`config.mk`:
```
export PLATFORM = sky130hd
export DESIGN_NAME = dpr_host
export DESIGN_NICKNAME = d
export VERILOG_FILES = /design/src/dpr_pkg.sv /design/src/dpr_host.sv
export SDC_FILE = /design/constraint.sdc
export NUM_CORES = 1
export LEC_CHECK = 0
export BUFFER_PORTS_ARGS = -buffer_cell sky130_fd_sc_hd__buf_2
export CAP_MARGIN = 20
export CORE_ASPECT_RATIO = 2
export CORE_UTILIZATION = 42
export CTS_CLUSTER_DIAMETER = 150
export DETAILED_ROUTE_END_ITERATION = 16
export PLACE_DENSITY = 0.75
export SLEW_MARGIN = 15
export SYNTH_ARGS = -nofsm -noshare
export SYNTH_HDL_FRONTEND = slang
export SYNTH_SLANG_ARGS = --single-unit
```
`constraint.sdc`:
```
create_clock -name clk_i -period 2 [get_ports clk_i]
set_clock_uncertainty 0.05 [all_clocks]
set_input_delay 0.2 -clock clk_i [delete_from_list [all_inputs] [get_ports clk_i]]
set_output_delay 0.2 -clock clk_i [all_outputs]
set_load 0.02 [all_outputs]
```
`src/dpr_pkg.sv`:
```
// Package: shared types and timing constants for the dual-port RAM port controller
`default_nettype none
package dpr_pkg;
    // -------------------------------------------------------------------
    // Sizes
    // -------------------------------------------------------------------
    localparam int unsigned ADDR_W_64K  = 16;
    localparam int unsigned ADDR_W_128K = 17;
    localparam int unsigned DATA_W_X8   = 8;
    localparam int unsigned DATA_W_X9   = 9;
    localparam int unsigned SEM_COUNT   = 8;
    localparam int unsigned SEM_IDX_W   = 3;

    // -------------------------------------------------------------------
    // Timing
    // -------------------------------------------------------------------
    localparam int unsigned CLK_PERIOD_NS = 25;
    localparam int unsigned ACCESS_NS     = 25;
    localparam int unsigned ACCESS_CYC    = (ACCESS_NS + CLK_PERIOD_NS - 1) / CLK_PERIOD_NS;
    localparam int unsigned WAIT_W        = 4;

    // -------------------------------------------------------------------
    // Request and answer carriers
    // -------------------------------------------------------------------
    typedef enum logic [1:0] {
        DPR_OP_READ  = 2'h0,
        DPR_OP_WRITE = 2'h1,
        DPR_OP_SEM   = 2'h2,
        DPR_OP_SEMRD = 2'h3
    } dpr_op_t;

    typedef struct packed {
        dpr_op_t     op;
        logic [16:0] addr;
        logic [8:0]  wdata;
    } dpr_req_t;

    typedef struct packed {
        logic [8:0] rdata;
        logic       busy_seen;
    } dpr_rsp_t;
endpackage : dpr_pkg
`default_nettype wire

```
`src/dpr_host.sv`:
```
// Module: controller that drives one port of the dual-port RAM through its pins
`default_nettype none
// Contract
// - Address is 16 or 17 bits, data 8 or 9 bits, by parameter.
// - This master drives its own port's enables, read/write and output enable.
// - One select pin sets master or slave for width expansion.
// - Ownership is a token: request, read back, and release when done.
module dpr_host #(
    parameter int unsigned ADDR_W   = dpr_pkg::ADDR_W_128K,
    parameter int unsigned DATA_W   = dpr_pkg::DATA_W_X9,
    parameter bit          IS_SLAVE = 1'b0
) (
    input  wire logic             clk_i,
    input  wire logic             rst_i,
    input  wire logic             ce_i,
    // User side
    input  wire logic             req_valid_i,
    output logic                  req_ready_o,
    input  wire dpr_pkg::dpr_req_t req_i,
    output logic                  rsp_valid_o,
    output dpr_pkg::dpr_rsp_t     rsp_o,
    output logic                  mailbox_irq_o,
    input  wire logic             slave_busy_i,
    // Device pins
    output logic [ADDR_W-1:0]     addr_o,
    input  wire logic [DATA_W-1:0] data_i,
    output logic [DATA_W-1:0]     data_o,
    output logic                  data_oe_n_o,
    output logic                  port_select_low_active_n_o,
    output logic                  port_select_high_active_o,
    output logic                  rw_o,
    output logic                  out_en_n_o,
    output logic                  semaphore_access_select_n_o,
    output logic                  master_slave_o,
    input  wire logic             busy_n_i,
    output logic                  busy_n_o,
    output logic                  busy_oe_n_o,
    input  wire logic             int_n_i
);
    // -------------------------------------------------------------------
    // State
    // -------------------------------------------------------------------
    typedef enum logic [1:0] {DPR_IDLE, DPR_ACCESS, DPR_DONE} dpr_state_t;

    dpr_state_t             state_q;
    dpr_pkg::dpr_req_t      req_q;
    logic [dpr_pkg::WAIT_W-1:0] wait_q;
    logic                   busy_seen_q;
    logic                   busy_now;
    logic                   take;
    logic                   access_end;

    localparam logic [dpr_pkg::WAIT_W-1:0] WAIT_INIT =
        dpr_pkg::WAIT_W'(dpr_pkg::ACCESS_CYC);

    function automatic logic is_write(input dpr_pkg::dpr_op_t op);
        return (op == dpr_pkg::DPR_OP_WRITE) || (op == dpr_pkg::DPR_OP_SEM);
    endfunction : is_write

    function automatic logic is_sem(input dpr_pkg::dpr_op_t op);
        return (op == dpr_pkg::DPR_OP_SEM) || (op == dpr_pkg::DPR_OP_SEMRD);
    endfunction : is_sem

    // -------------------------------------------------------------------
    // Master/slave and busy
    // -------------------------------------------------------------------
    assign master_slave_o = ~IS_SLAVE;
    assign busy_oe_n_o    = IS_SLAVE ? 1'b0 : 1'b1;
    assign busy_n_o       = ~slave_busy_i;
    assign busy_now       = IS_SLAVE ? slave_busy_i : ~busy_n_i;
    assign mailbox_irq_o  = ~int_n_i;
    assign req_ready_o    = (state_q == DPR_IDLE);

    // -------------------------------------------------------------------
    // Handshake decode
    // -------------------------------------------------------------------
    // A request is taken only from idle, so pins never move mid-access
    assign take       = (state_q == DPR_IDLE) && req_valid_i;
    // The access ends on the first quiet cycle once the wait has run out
    assign access_end = (state_q == DPR_ACCESS) && !busy_now && (wait_q <= 1);

    // -------------------------------------------------------------------
    // Access sequencer
    // -------------------------------------------------------------------
    // Sequence state: idle, one access, then one dead cycle
    always_ff @(posedge clk_i or posedge rst_i) begin
        if (rst_i) begin
            state_q <= DPR_IDLE;
        end else if (ce_i) begin
            case (state_q)
                DPR_IDLE: begin
                    if (take) begin
                        state_q <= DPR_ACCESS;
                    end
                end
                DPR_ACCESS: begin
                    if (access_end) begin
                        state_q <= DPR_DONE;
                    end
                end
                // The dead cycle keeps the port deselected between accesses
                DPR_DONE: state_q <= DPR_IDLE;
                default:  state_q <= DPR_IDLE;
            endcase
        end
    end

    // Request copy: only the operation is needed once the pins are set
    always_ff @(posedge clk_i or posedge rst_i) begin
        if (rst_i) begin
            req_q <= '0;
        end else if (ce_i && take) begin
            req_q <= req_i;
        end
    end

    // Access timer: busy reloads it, so a contended access gets its full
    // time once the far port has moved away
    always_ff @(posedge clk_i or posedge rst_i) begin
        if (rst_i) begin
            wait_q <= '0;
        end else if (ce_i) begin
            if (take || (state_q == DPR_ACCESS && busy_now)) begin
                wait_q <= WAIT_INIT;
            end else if (state_q == DPR_ACCESS && wait_q > 1) begin
                wait_q <= wait_q - 1'b1;
            end
        end
    end

    // Contention flag: cleared per request, set by any busy cycle during the access
    always_ff @(posedge clk_i or posedge rst_i) begin
        if (rst_i) begin
            busy_seen_q <= 1'b0;
        end else if (ce_i) begin
            if (take) begin
                busy_seen_q <= 1'b0;
            end else if (state_q == DPR_ACCESS && busy_now) begin
                busy_seen_q <= 1'b1;
            end
        end
    end

    // -------------------------------------------------------------------
    // Answer capture
    // -------------------------------------------------------------------
    // Answer strobe: one cycle, on the edge that ends the access
    always_ff @(posedge clk_i or posedge rst_i) begin
        if (rst_i) begin
            rsp_valid_o <= 1'b0;
        end else if (ce_i) begin
            rsp_valid_o <= access_end;
        end
    end

    // Answer word: read data is taken while the port still drives it,
    // then holds until the next answer
    always_ff @(posedge clk_i or posedge rst_i) begin
        if (rst_i) begin
            rsp_o <= '0;
        end else if (ce_i && access_end) begin
            rsp_o.rdata     <= is_write(req_q.op) ? '0 : 9'(data_i);
            rsp_o.busy_seen <= busy_seen_q;
        end
    end

    // -------------------------------------------------------------------
    // Pin drive
    // -------------------------------------------------------------------
    // Address and write data move only when a request is taken, so they
    // stand unchanged for the whole access, busy stretch included
    always_ff @(posedge clk_i or posedge rst_i) begin
        if (rst_i) begin
            addr_o <= '0;
            data_o <= '0;
        end else if (ce_i && take) begin
            // Semaphore index sits in the low address bits
            addr_o <= is_sem(req_i.op)
                ? ADDR_W'(req_i.addr[dpr_pkg::SEM_IDX_W-1:0])
                : req_i.addr[ADDR_W-1:0];
            data_o <= req_i.wdata[DATA_W-1:0];
        end
    end

    // Strobes: memory and semaphore selects are never on together, and
    // everything returns to idle on the edge that ends the access
    always_ff @(posedge clk_i or posedge rst_i) begin
        if (rst_i) begin
            data_oe_n_o                 <= 1'b1;
            port_select_low_active_n_o  <= 1'b1;
            port_select_high_active_o   <= 1'b0;
            rw_o                        <= 1'b1;
            out_en_n_o                  <= 1'b1;
            semaphore_access_select_n_o <= 1'b1;
        end else if (ce_i) begin
            if (take) begin
                data_oe_n_o                 <= ~is_write(req_i.op);
                rw_o                        <= ~is_write(req_i.op);
                out_en_n_o                  <= is_write(req_i.op);
                semaphore_access_select_n_o <= ~is_sem(req_i.op);
                port_select_low_active_n_o  <= is_sem(req_i.op);
                port_select_high_active_o   <= ~is_sem(req_i.op);
            end else if (access_end) begin
                // Deselect after the access so the port powers down
                data_oe_n_o                 <= 1'b1;
                port_select_low_active_n_o  <= 1'b1;
                port_select_high_active_o   <= 1'b0;
                rw_o                        <= 1'b1;
                out_en_n_o                  <= 1'b1;
                semaphore_access_select_n_o <= 1'b1;
            end
        end
    end
endmodule : dpr_host
`default_nettype wire

```
# After elaboration in Yosys (flattened, before gate mapping)
# Cells that the tools add are included.
# classes
n_reduce_logical,19
n_eq_ne,8
n_addsub,1
n_lt_le_gt_ge,2
mux,16
n_bitwise,5
# ops
op,n
two-way mux 17 bit,1
two-way mux 1 bit,9
two-way mux 9 bit,1
two-way mux 4 bit,2
logical AND 1 bit,7
equality test 2 x 1 -> 1 bit (second input constant),3
equality test 2 bit (second input constant),3
AND reduction 2 bit,3
nonzero test 2 bit,3
inverter 1 bit,5
> comparator 4 x 1 -> 1 bit (second input constant),1
<= comparator 4 x 1 -> 1 bit (second input constant),1
logical OR 1 bit,4
two-way mux 2 bit,2
one-hot mux 2 bit (2 select lines),1
subtractor 4 x 1 -> 4 bit (second input constant),1
AND reduction 3 bit,1
logical NOT 2 bit,1
!= test 2 x 1 -> 1 bit (second input constant),1
!= test 2 bit (second input constant),1
# word_totals
output_inout_bits,48
register_bits,51
in_bits,44
word_cells,65

# Logic depth before layout (Yosys ltp)
# Gate-level depths: netlist of run 1.
# depth
word_depth,5
mapped_depth,8
mapped_depth_nobuf,6

# Least setup slack after synthesis of run 1
# Ideal clock, no wire load.
# synth_path
path_kind,register -> register
from,register wait_q[0] in the netlist's numbering
to,register out_en_n_o
path_buffers,1
setup_slack_ns,0.065
required_time_ns,1.868
setup_time_ns,0.082
path_stages_with_launch,8
t_arrival_ns,1.803
synth_period_minus_slack_ns,1.935
cell_sequence,dfrtp_1 -> inv_1 -> ha_1 -> nor2_1 -> or4b_1 -> buf_2 -> nand2_1 -> mux2_2
# synth_via
elab_chain_len,4
# synth_rtl
element,line_no,text
start: declaration,dpr_host.sv:47,logic [dpr_pkg::WAIT_W-1:0] wait_q;
start signal: assignment,dpr_host.sv:126,wait_q <= wait_q - 1'b1;
<= comparator 4 x 1 -> 1 bit,dpr_host.sv:80,assign access_end = (state_q == DPR_ACCESS) && !busy_now && (wait_q <= 1);
logical AND 1 bit,dpr_host.sv:80,
nonzero test 2 bit (no source line),--,
AND reduction 2 bit (no source line),--,
end signal: assignment,dpr_host.sv:199,out_en_n_o <= is_write(req_i.op);
end: declaration,dpr_host.sv:32,"output logic out_en_n_o,"
# Every way passes these cells.
# A chain may end at the register's enable or synchronous reset.

# Final worst setup path of run 1
# layout_path
from,register wait_q[0] in the netlist's numbering
to,register rsp_o[0] in the netlist's numbering
# layout_via
elab_chain_len,3
# layout_rtl
element,line_no,text
<= comparator 4 x 1 -> 1 bit,dpr_host.sv:80,
logical AND 1 bit,dpr_host.sv:80,
logical AND 1 bit,dpr_host.sv:161,end else if (ce_i && access_end) begin
end: declaration,dpr_host.sv:21,"output dpr_pkg::dpr_rsp_t rsp_o,"
# Every way passes these cells.

==> results of run 1 <==
## per-stage QoR
stage               setup WS (ps)  area [µm²]  cells  hold slack [ps]  TNS, ps
CTS                          63.9        2860    370             24.3        0
detailed placement          -8.49        2750    361              242    -8.49
floorplan                    65.3        2160    211              246        0
finish                       67.3        2870    370             29.9        0
global route                -8.07        2870    370             30.6    -12.3
global placement             25.7        2750    361              235        0
## worst paths after layout
path	from	end	slack, ps	cells after the start
setup / recovery	wait_q[0]$_DFFE_PP0P_	rsp_o[0]$_DFFE_PP0P_	70	6
hold / removal	req_i[7]	data_o[7]$_DFFE_PP0P_	30	3
setup reg to reg	wait_q[0]$_DFFE_PP0P_	rsp_o[0]$_DFFE_PP0P_	70	6
hold reg to reg	addr_o[0]$_DFFE_PP0P_	addr_o[0]$_DFFE_PP0P_	430	2
max in group asynchronous	rst_i	port_select_low_active_n_o$_DFFE_PP1P_	780	4
min in group asynchronous	rst_i	addr_o[4]$_DFFE_PP0P_	450	3
## state kept, by name, indices dropped and copies added, names as in the netlist
register,cells
semaphore_access_select_n_o,1
data_o,9
addr_o,17
out_en_n_o,1
rsp_o,10
busy_seen_q,1
rsp_valid_o,1
wait_q,4
port_select_high_active_o,1
port_select_low_active_n_o,1
req_q,2
rw_o,1
state_q,2
## where the power goes
part / internal (µW) / switching [µW]
clock: 283 / 333
combinational: 560 / 908
sequential: 1390 / 186
## routing by layer
| layer | track usage | vias up |
|---|---|---|
| li1 | - | 888 |
| met1 | 0.192 | 882 |
| met2 | 0.356 | 48 |
| met3 | 0.0395 | 10 |
| met4 | 0.0891 | 0 |
| met5 | 0 | - |
## cell usage after synthesis
| master | n | share of area |
|---|---|---|
| o211ai_1 | 1 | 0.0035 |
| dfstp_2 | 4 | 0.049 |
| nor2_1 | 8 | 0.014 |
| o41ai_1 | 1 | 0.0041 |
| a21boi_0 | 1 | 0.0035 |
| nand3b_1 | 2 | 0.0070 |
| a21oi_1 | 2 | 0.0046 |
| ha_1 | 4 | 0.023 |
| buf_4 | 3 | 0.010 |
| or4b_1 | 1 | 0.0046 |
| mux2_2 | 4 | 0.021 |
| o31ai_1 | 1 | 0.0035 |
| o21ba_2 | 1 | 0.0046 |
| nor3b_1 | 1 | 0.0035 |
| o21ai_0 | 15 | 0.035 |
| dfrtp_1 | 47 | 0.55 |
| conb_1 | 1 | 0.0017 |
| a31o_2 | 1 | 0.0041 |
| a21oi_4 | 1 | 0.0076 |
| inv_1 | 10 | 0.017 |
| nor2b_1 | 1 | 0.0029 |
| nand2b_1 | 2 | 0.0058 |
| a22o_1 | 14 | 0.057 |
| clkbuf_1 | 8 | 0.014 |
| xnor2_1 | 2 | 0.0081 |
| o311ai_0 | 1 | 0.0041 |
| nand2_1 | 65 | 0.11 |
| and3b_1 | 1 | 0.0041 |
| buf_6 | 1 | 0.0052 |
| buf_2 | 1 | 0.0023 |
| a31oi_1 | 1 | 0.0029 |
| nand3_1 | 2 | 0.0046 |
| mux2i_1 | 1 | 0.0046 |
| nor4_1 | 1 | 0.0029 |
## final cells by class
type,count,area share
clock buffers,6,0.0288
clock inverters,2,0.00480
inverters,10,0.0131
multi-input cells,137,0.271
flip-flops and latches,51,0.447
well taps,57,0.0249
repair buffers,107,0.210
## worst min-delay path, cell delays in order
cell and delay [ps]:
buf_2 70, nand2_1 40, nand2_1 40
## cells by family after synthesis
family / after synthesis
buffers and inverters: 23
muxes: 5
and+or+nand+nor: 84
DFF: 51
xor gates and xnor gates: 2
adders and majority gates: 4
AOI/OAI and AO/OA: 40
other: 1
## what timing repair did
| item | 4_1_cts | 5_1_grt |
|---|---|---|
| resized for setup | 3 | 1 |
| endpoints found under the setup margin | 4 | 7 |
| hold buffers | 1 | 0 |
| endpoints found under the hold margin | 23 | 0 |
| pin swaps | 0 | 1 |
==> reports/results.tsv, run 1 <==
stage	metric	value	unit
hold_path	hp-class	in2reg	
cells_and_area	final_cell_mix	buf_2, nand2_1, dfrtp_1	
run	drv_cap	0	
floorplan	io_pins	92	
synthesis	yosysSeqAreaShare	0.595	
drt	routed_via_density	4.94	
global_routing	overflow	0	
worst_setup_path	arrival	2070	ps
synthesis	synth_top_family_by_area	simple AND/OR/NAND/NOR gates	
clock_tree	cts_tree	built	
power_and_ir_drop	power_leakage	0.00157	µW
clock_tree	cts_setup_buffers	0	
run_status	status	finished clean	
power_and_ir_drop	peakVddDrop	828	µV
drt	ant_nets	0	
timing	worst_slew_pin_slew	558	ps
timing	slew-limit-headroom	0.627	
synthesis	synth_warnings	0	
timing	setup_violations	0	
place	place.gp.congestion	0.850	
global_routing	grt_use_total	0.190	
cells_and_area	diodes	0	
place	hpwlAfterDp	3740	µm
timing	post-route-period-util	0.966	
cells_and_area	layout-drive-gt1-share	0.409	
floorplan	initial_utilization	0.439	
drt	top_layer	met4	
cells_and_area	layout_commonest_cell	buf_2	
drt	wl	4810	µm
synthesis	synth_xor_xnor_area_share	0.00813	
timing	max_freq	517	MHz
worst_setup_path	worstPathRequired	2140	ps
drt	vias	1828	
cells_and_area	nFillCells	443	
cells_and_area	multi_input_comb_area	776	µm²
drt	dr.first_iter.drc_count	34	
drt	m1WireLength	1700	µm
clock_tree	clock_latency	300	ps
timing	rsz0062_at_grt	yes	
floorplan	core	0.00491	mm²
clock_tree	htree_levels	2	
worst_setup_path	cp_top_family	simple AND/OR/NAND/NOR gates	
synthesis	netlist_area	0.00215	mm²
drt	first_pass_iters	4	
synthesis	yosysUniqueCellTypes	34	
cells_and_area	area_delta_synth_final	33.1	%
drt	route.detailed.drc	0	
worst_setup_path	cp_max_fo	22	
power_and_ir_drop	pwr_density_cell	1280	mW/mm²
global_routing	antenna_found_initial	0	
worst_setup_path	slowest_stage	or4b_4	
worst_setup_path	end_kind	flop	
drt	met3WireLength	192	µm
timing	period_minus_slack	1930	ps
worst_setup_path	critPathKind	reg2reg	
synthesis	synth_compound_area_frac	0.134	
place	io_buffers	89	
global_routing	grt_pass1_wl	7630	µm
synthesis	ys_ff_latch	51	
cells_and_area	final-seq-area	0.00128	mm²
drt	wl_met2	2800	µm
clock_tree	numCtsBuffers	5	
global_routing	grt_max_degree	29	
timing	timing.final.hold_violations	0	
floorplan	fp-row-count	36	
worst_setup_path	critical_path.max_stage_delay	570	ps
clock_tree	cts_sinks	51	
global_routing	grt_pass1_vias	1801	
synthesis	synthMuxAreaShare	0.0256	
power_and_ir_drop	finalPower	3660	µW
clock_tree	clockBufferDepth	2	
worst_setup_path	start_kind	flop	
floorplan	die_w	52.6	µm
timing	slew_violations	0	
floorplan	die-height	103	µm
worst_setup_path	path_cells	inv_1 > ha_1 > nor2_1 > or4b_4 > buf_8 > mux2_2	
worst_setup_path	cp_num_buf_inv	2	
synthesis	synth_simple_gate_area_share	0.163	
cells_and_area	finalNetCount	360	
synthesis	syn_area_per_cell	10.3	µm²
clock_tree	cts.clk_slew.worst_paths	90	ps
floorplan	die_area	0.00543	mm²
synthesis	synth_cells	210	
synthesis	synthAdderAreaFrac	0.0232	
clock_tree	cts_root_buffer	clkbuf_8	
cells_and_area	fin_util	0.584	
drt	wl_per_cell	13.0	µm
Note: power is estimated with default switching activity, not from simulation.
==> inputs of run 2 (changes only) <==
CORE_UTILIZATION = 44   (was 42)
CTS_BUF_LIST = sky130_fd_sc_hd__clkbuf_4 sky130_fd_sc_hd__clkbuf_8   (was default)
PLACE_DENSITY = 0.78   (was 0.75)
==> reports/results.tsv, run 2 (synthesized netlist as in run 1, its figures left out) <==
stage	metric	value	unit	change
drt	dr.first_iter.drc_count	22		was 34
worst_setup_path	start_kind	flop		unchanged
worst_setup_path	critPathKind	reg2reg		unchanged
worst_setup_path	cp_num_buf_inv	1		was 2
worst_setup_path	critical_path.max_stage_delay	570	ps	about the same
clock_tree	numCtsBuffers	5		unchanged
global_routing	overflow	0		unchanged
timing	post-route-period-util	0.965		was 0.966
cells_and_area	area_delta_synth_final	32.9	%	was 33.1%
drt	m1WireLength	1890	µm	was 1700 µm
worst_setup_path	startpoint	wait_q[0]$_DFFE_PP0P_		unchanged
worst_setup_path	worstPathRequired	2190	ps	was 2140 ps
place	place.gp.congestion	0.880		was 0.850
cells_and_area	fin_util	0.617		was 0.584
clock_tree	clockBufferDepth	2		unchanged
floorplan	fp-row-count	35		was 36
timing	slew_violations	0		unchanged
worst_setup_path	r2r_start	wait_q[0]$_DFFE_PP0P_		unchanged
power_and_ir_drop	peakVddDrop	925	µV	was 828 µV
drt	vias	1850		was 1,828
drt	wl	5110	µm	was 4810 µm
global_routing	antenna_found_initial	0		unchanged
timing	worst_slew_pin_slew	560	ps	was 558 ps
floorplan	die_area	0.00519	mm²	was 0.00543 mm²
place	dp_cells	355		was 361
timing	setup_violations	0		unchanged
drt	wl_met2	2860	µm	was 2800 µm
global_routing	grt_use_total	0.215		was 0.190
cells_and_area	reg_top3	addr_o x17, rsp_o x10, data_o x9		unchanged
global_routing	grt_pass1_vias	1883		was 1,801
worst_setup_path	arrival	2120	ps	was 2070 ps
clock_tree	clock_latency	310	ps	was 300 ps
cells_and_area	largest_register_ff_count	17		unchanged
place	io_buffers	89		unchanged
worst_setup_path	path_cells	inv_1 > ha_1 > nor2_1 > or4b_4 > nand2_2 > mux2_2		was inv_1 > ha_1 > nor2_1 > or4b_4 > buf_8 > mux2_2
worst_setup_path	timing.critical_path.depth	6		unchanged
global_routing	grt_max_degree	32		was 29
run	drv_cap	0		unchanged
timing	max_freq	518	MHz	was 517 MHz
worst_setup_path	reg2reg_depth	6		unchanged
worst_setup_path	end_kind	flop		unchanged
drt	top_layer	met4		unchanged
drt	wl_per_cell	14.0	µm	was 13.0 µm
cells_and_area	layout-drive-gt1-share	0.403		was 0.409
timing	rsz0062_at_grt	no		was yes
cells_and_area	finalNetCount	357		was 360
worst_setup_path	cp_top_family	simple AND/OR/NAND/NOR gates		unchanged
worst_setup_path	r2r_slack	70	ps	about the same
drt	met3WireLength	186	µm	was 192 µm
worst_setup_path	r2r-end	semaphore_access_select_n_o$_DFFE_PP1P_		was rsp_o[0]$_DFFE_PP0P_
worst_setup_path	crit_path_end	semaphore_access_select_n_o$_DFFE_PP1P_		was rsp_o[0]$_DFFE_PP0P_
floorplan	core	0.00464	mm²	was 0.00491 mm²
timing	timing.final.hold_violations	0		unchanged
timing	period_minus_slack	1930	ps	about the same
drt	routed_via_density	5.07		was 4.94
cells_and_area	diodes	0		unchanged
clock_tree	cts.clk_slew.worst_paths	100	ps	was 90 ps
drt	route.detailed.drc	0		unchanged
clock_tree	cts_tree	built		unchanged
drt	ant_nets	0		unchanged
drt	first_pass_iters	4		unchanged
cells_and_area	fin_area	0.00286	mm²	was 0.00287 mm²
power_and_ir_drop	power_leakage	0.00156	µW	was 0.00157 µW
power_and_ir_drop	finalPower	3780	µW	was 3660 µW
floorplan	initial_utilization	0.464		was 0.439
clock_tree	htree_levels	2		unchanged
timing	slew-limit-headroom	0.627		about the same
global_routing	grt_pass1_wl	8160	µm	was 7630 µm
power_and_ir_drop	pwr_density_cell	1320	mW/mm²	was 1280 mW/mm²
hold_path	hp-class	in2reg		unchanged
cells_and_area	final-seq-area	0.00128	mm²	unchanged
place	hpwlAfterDp	3740	µm	about the same
cells_and_area	fin_cells	365		was 370
clock_tree	cts_sinks	51		unchanged
cells_and_area	final_cell_mix	buf_2, nand2_1, dfrtp_1		unchanged
floorplan	die-height	101	µm	was 103 µm
floorplan	die_w	51.5	µm	was 52.6 µm
cells_and_area	layout_commonest_cell	buf_2		unchanged
place	dpl_cell_area	0.00271	mm²	was 0.00275 mm²
cells_and_area	nFillCells	434		was 443
worst_setup_path	cp_max_fo	4		was 22
run_status	status	finished clean		unchanged
floorplan	io_pins	92		unchanged
clock_tree	cts_root_buffer	clkbuf_8		unchanged
cells_and_area	top_register	addr_o		unchanged
worst_setup_path	slowest_stage	or4b_4		unchanged
cells_and_area	multi_input_comb_area	776	µm²	unchanged
==> run 2: changes by cell type in the layout (fill, tap and decap cells not counted) <==
cell	change
bufinv_16	+1
clkbuf_8	-1
buf_4	-4
clkinvlp_4	+1
buf_6	+1
clkinv_2	-1
==> run 2: worst min-delay path by stage <==
stage               startpoint                     end  slack [ps]  depth (start not counted)
detailed placement       rst_i  addr_o[16]$_DFFE_PP0P_         190                          2
CTS                  req_i[10]   addr_o[1]$_DFFE_PP0P_           8                          3
floorplan                 ce_i  state_q[0]$_DFFE_PP0P_         250                          1
global placement         rst_i   addr_o[6]$_DFFE_PP0P_         180                          2
finish                req_i[3]   data_o[3]$_DFFE_PP0P_          20                          3
global route          req_i[6]   data_o[6]$_DFFE_PP0P_          20                          3
==> run 2: worst register-to-register path, stage by stage (launching register included) <==
cell     delay, ps
dfrtp_1        390
inv_1          100
ha_1           180
nor2_1          80
or4b_4         570
nand2_2        140
mux2_2         360
==> run 2: area by class of cell <==
cell class,count,area share
Sequential cell,51,0.448
Inverter,10,0.0131
Multi-Input combinational cell,137,0.271
Clock buffer,5,0.0240
Timing Repair Buffer,104,0.204
Clock inverter,3,0.0162
Tap cell,55,0.0240
==> run 2: stage by stage <==
step	setup slack (ps)	TNS (ps)	hold WS [ps]
4_1_cts	5.09	0	8.24
5_1_grt	1.65	0	19.2
2_1_floorplan	65.3	0	246
3_5_place_dp	-41.0	-123	186
3_3_place_gp	28.2	0	177
6_report	69.2	0	20.9
==> run 2: report_power, final <==
group / switching [µW] / leakage, µW / internal (µW) / total (µW)
Sequential: 190 / 0.000653 / 1390 / 1580
Clock: 373 / 0.0000548 / 377 / 750
Combinational: 906 / 0.000851 / 545 / 1450
==> run 2: repair_timing <==
| item | 4_1_cts | 5_1_grt |
|---|---|---|
| resized for setup | 2 | 3 |
| setup endpoints to repair | 11 | 14 |
| buffers inserted | 0 | 1 |
| endpoints found under the hold margin | 20 | 0 |
| hold buffers | 1 | 0 |
==> run 2: metal layers <==
metal  vias to the layer above  GRT usage
li1                        889          -
met1                       887      0.223
met2                        56      0.382
met3                        18     0.0392
met4                         0      0.135
met5                         -          0
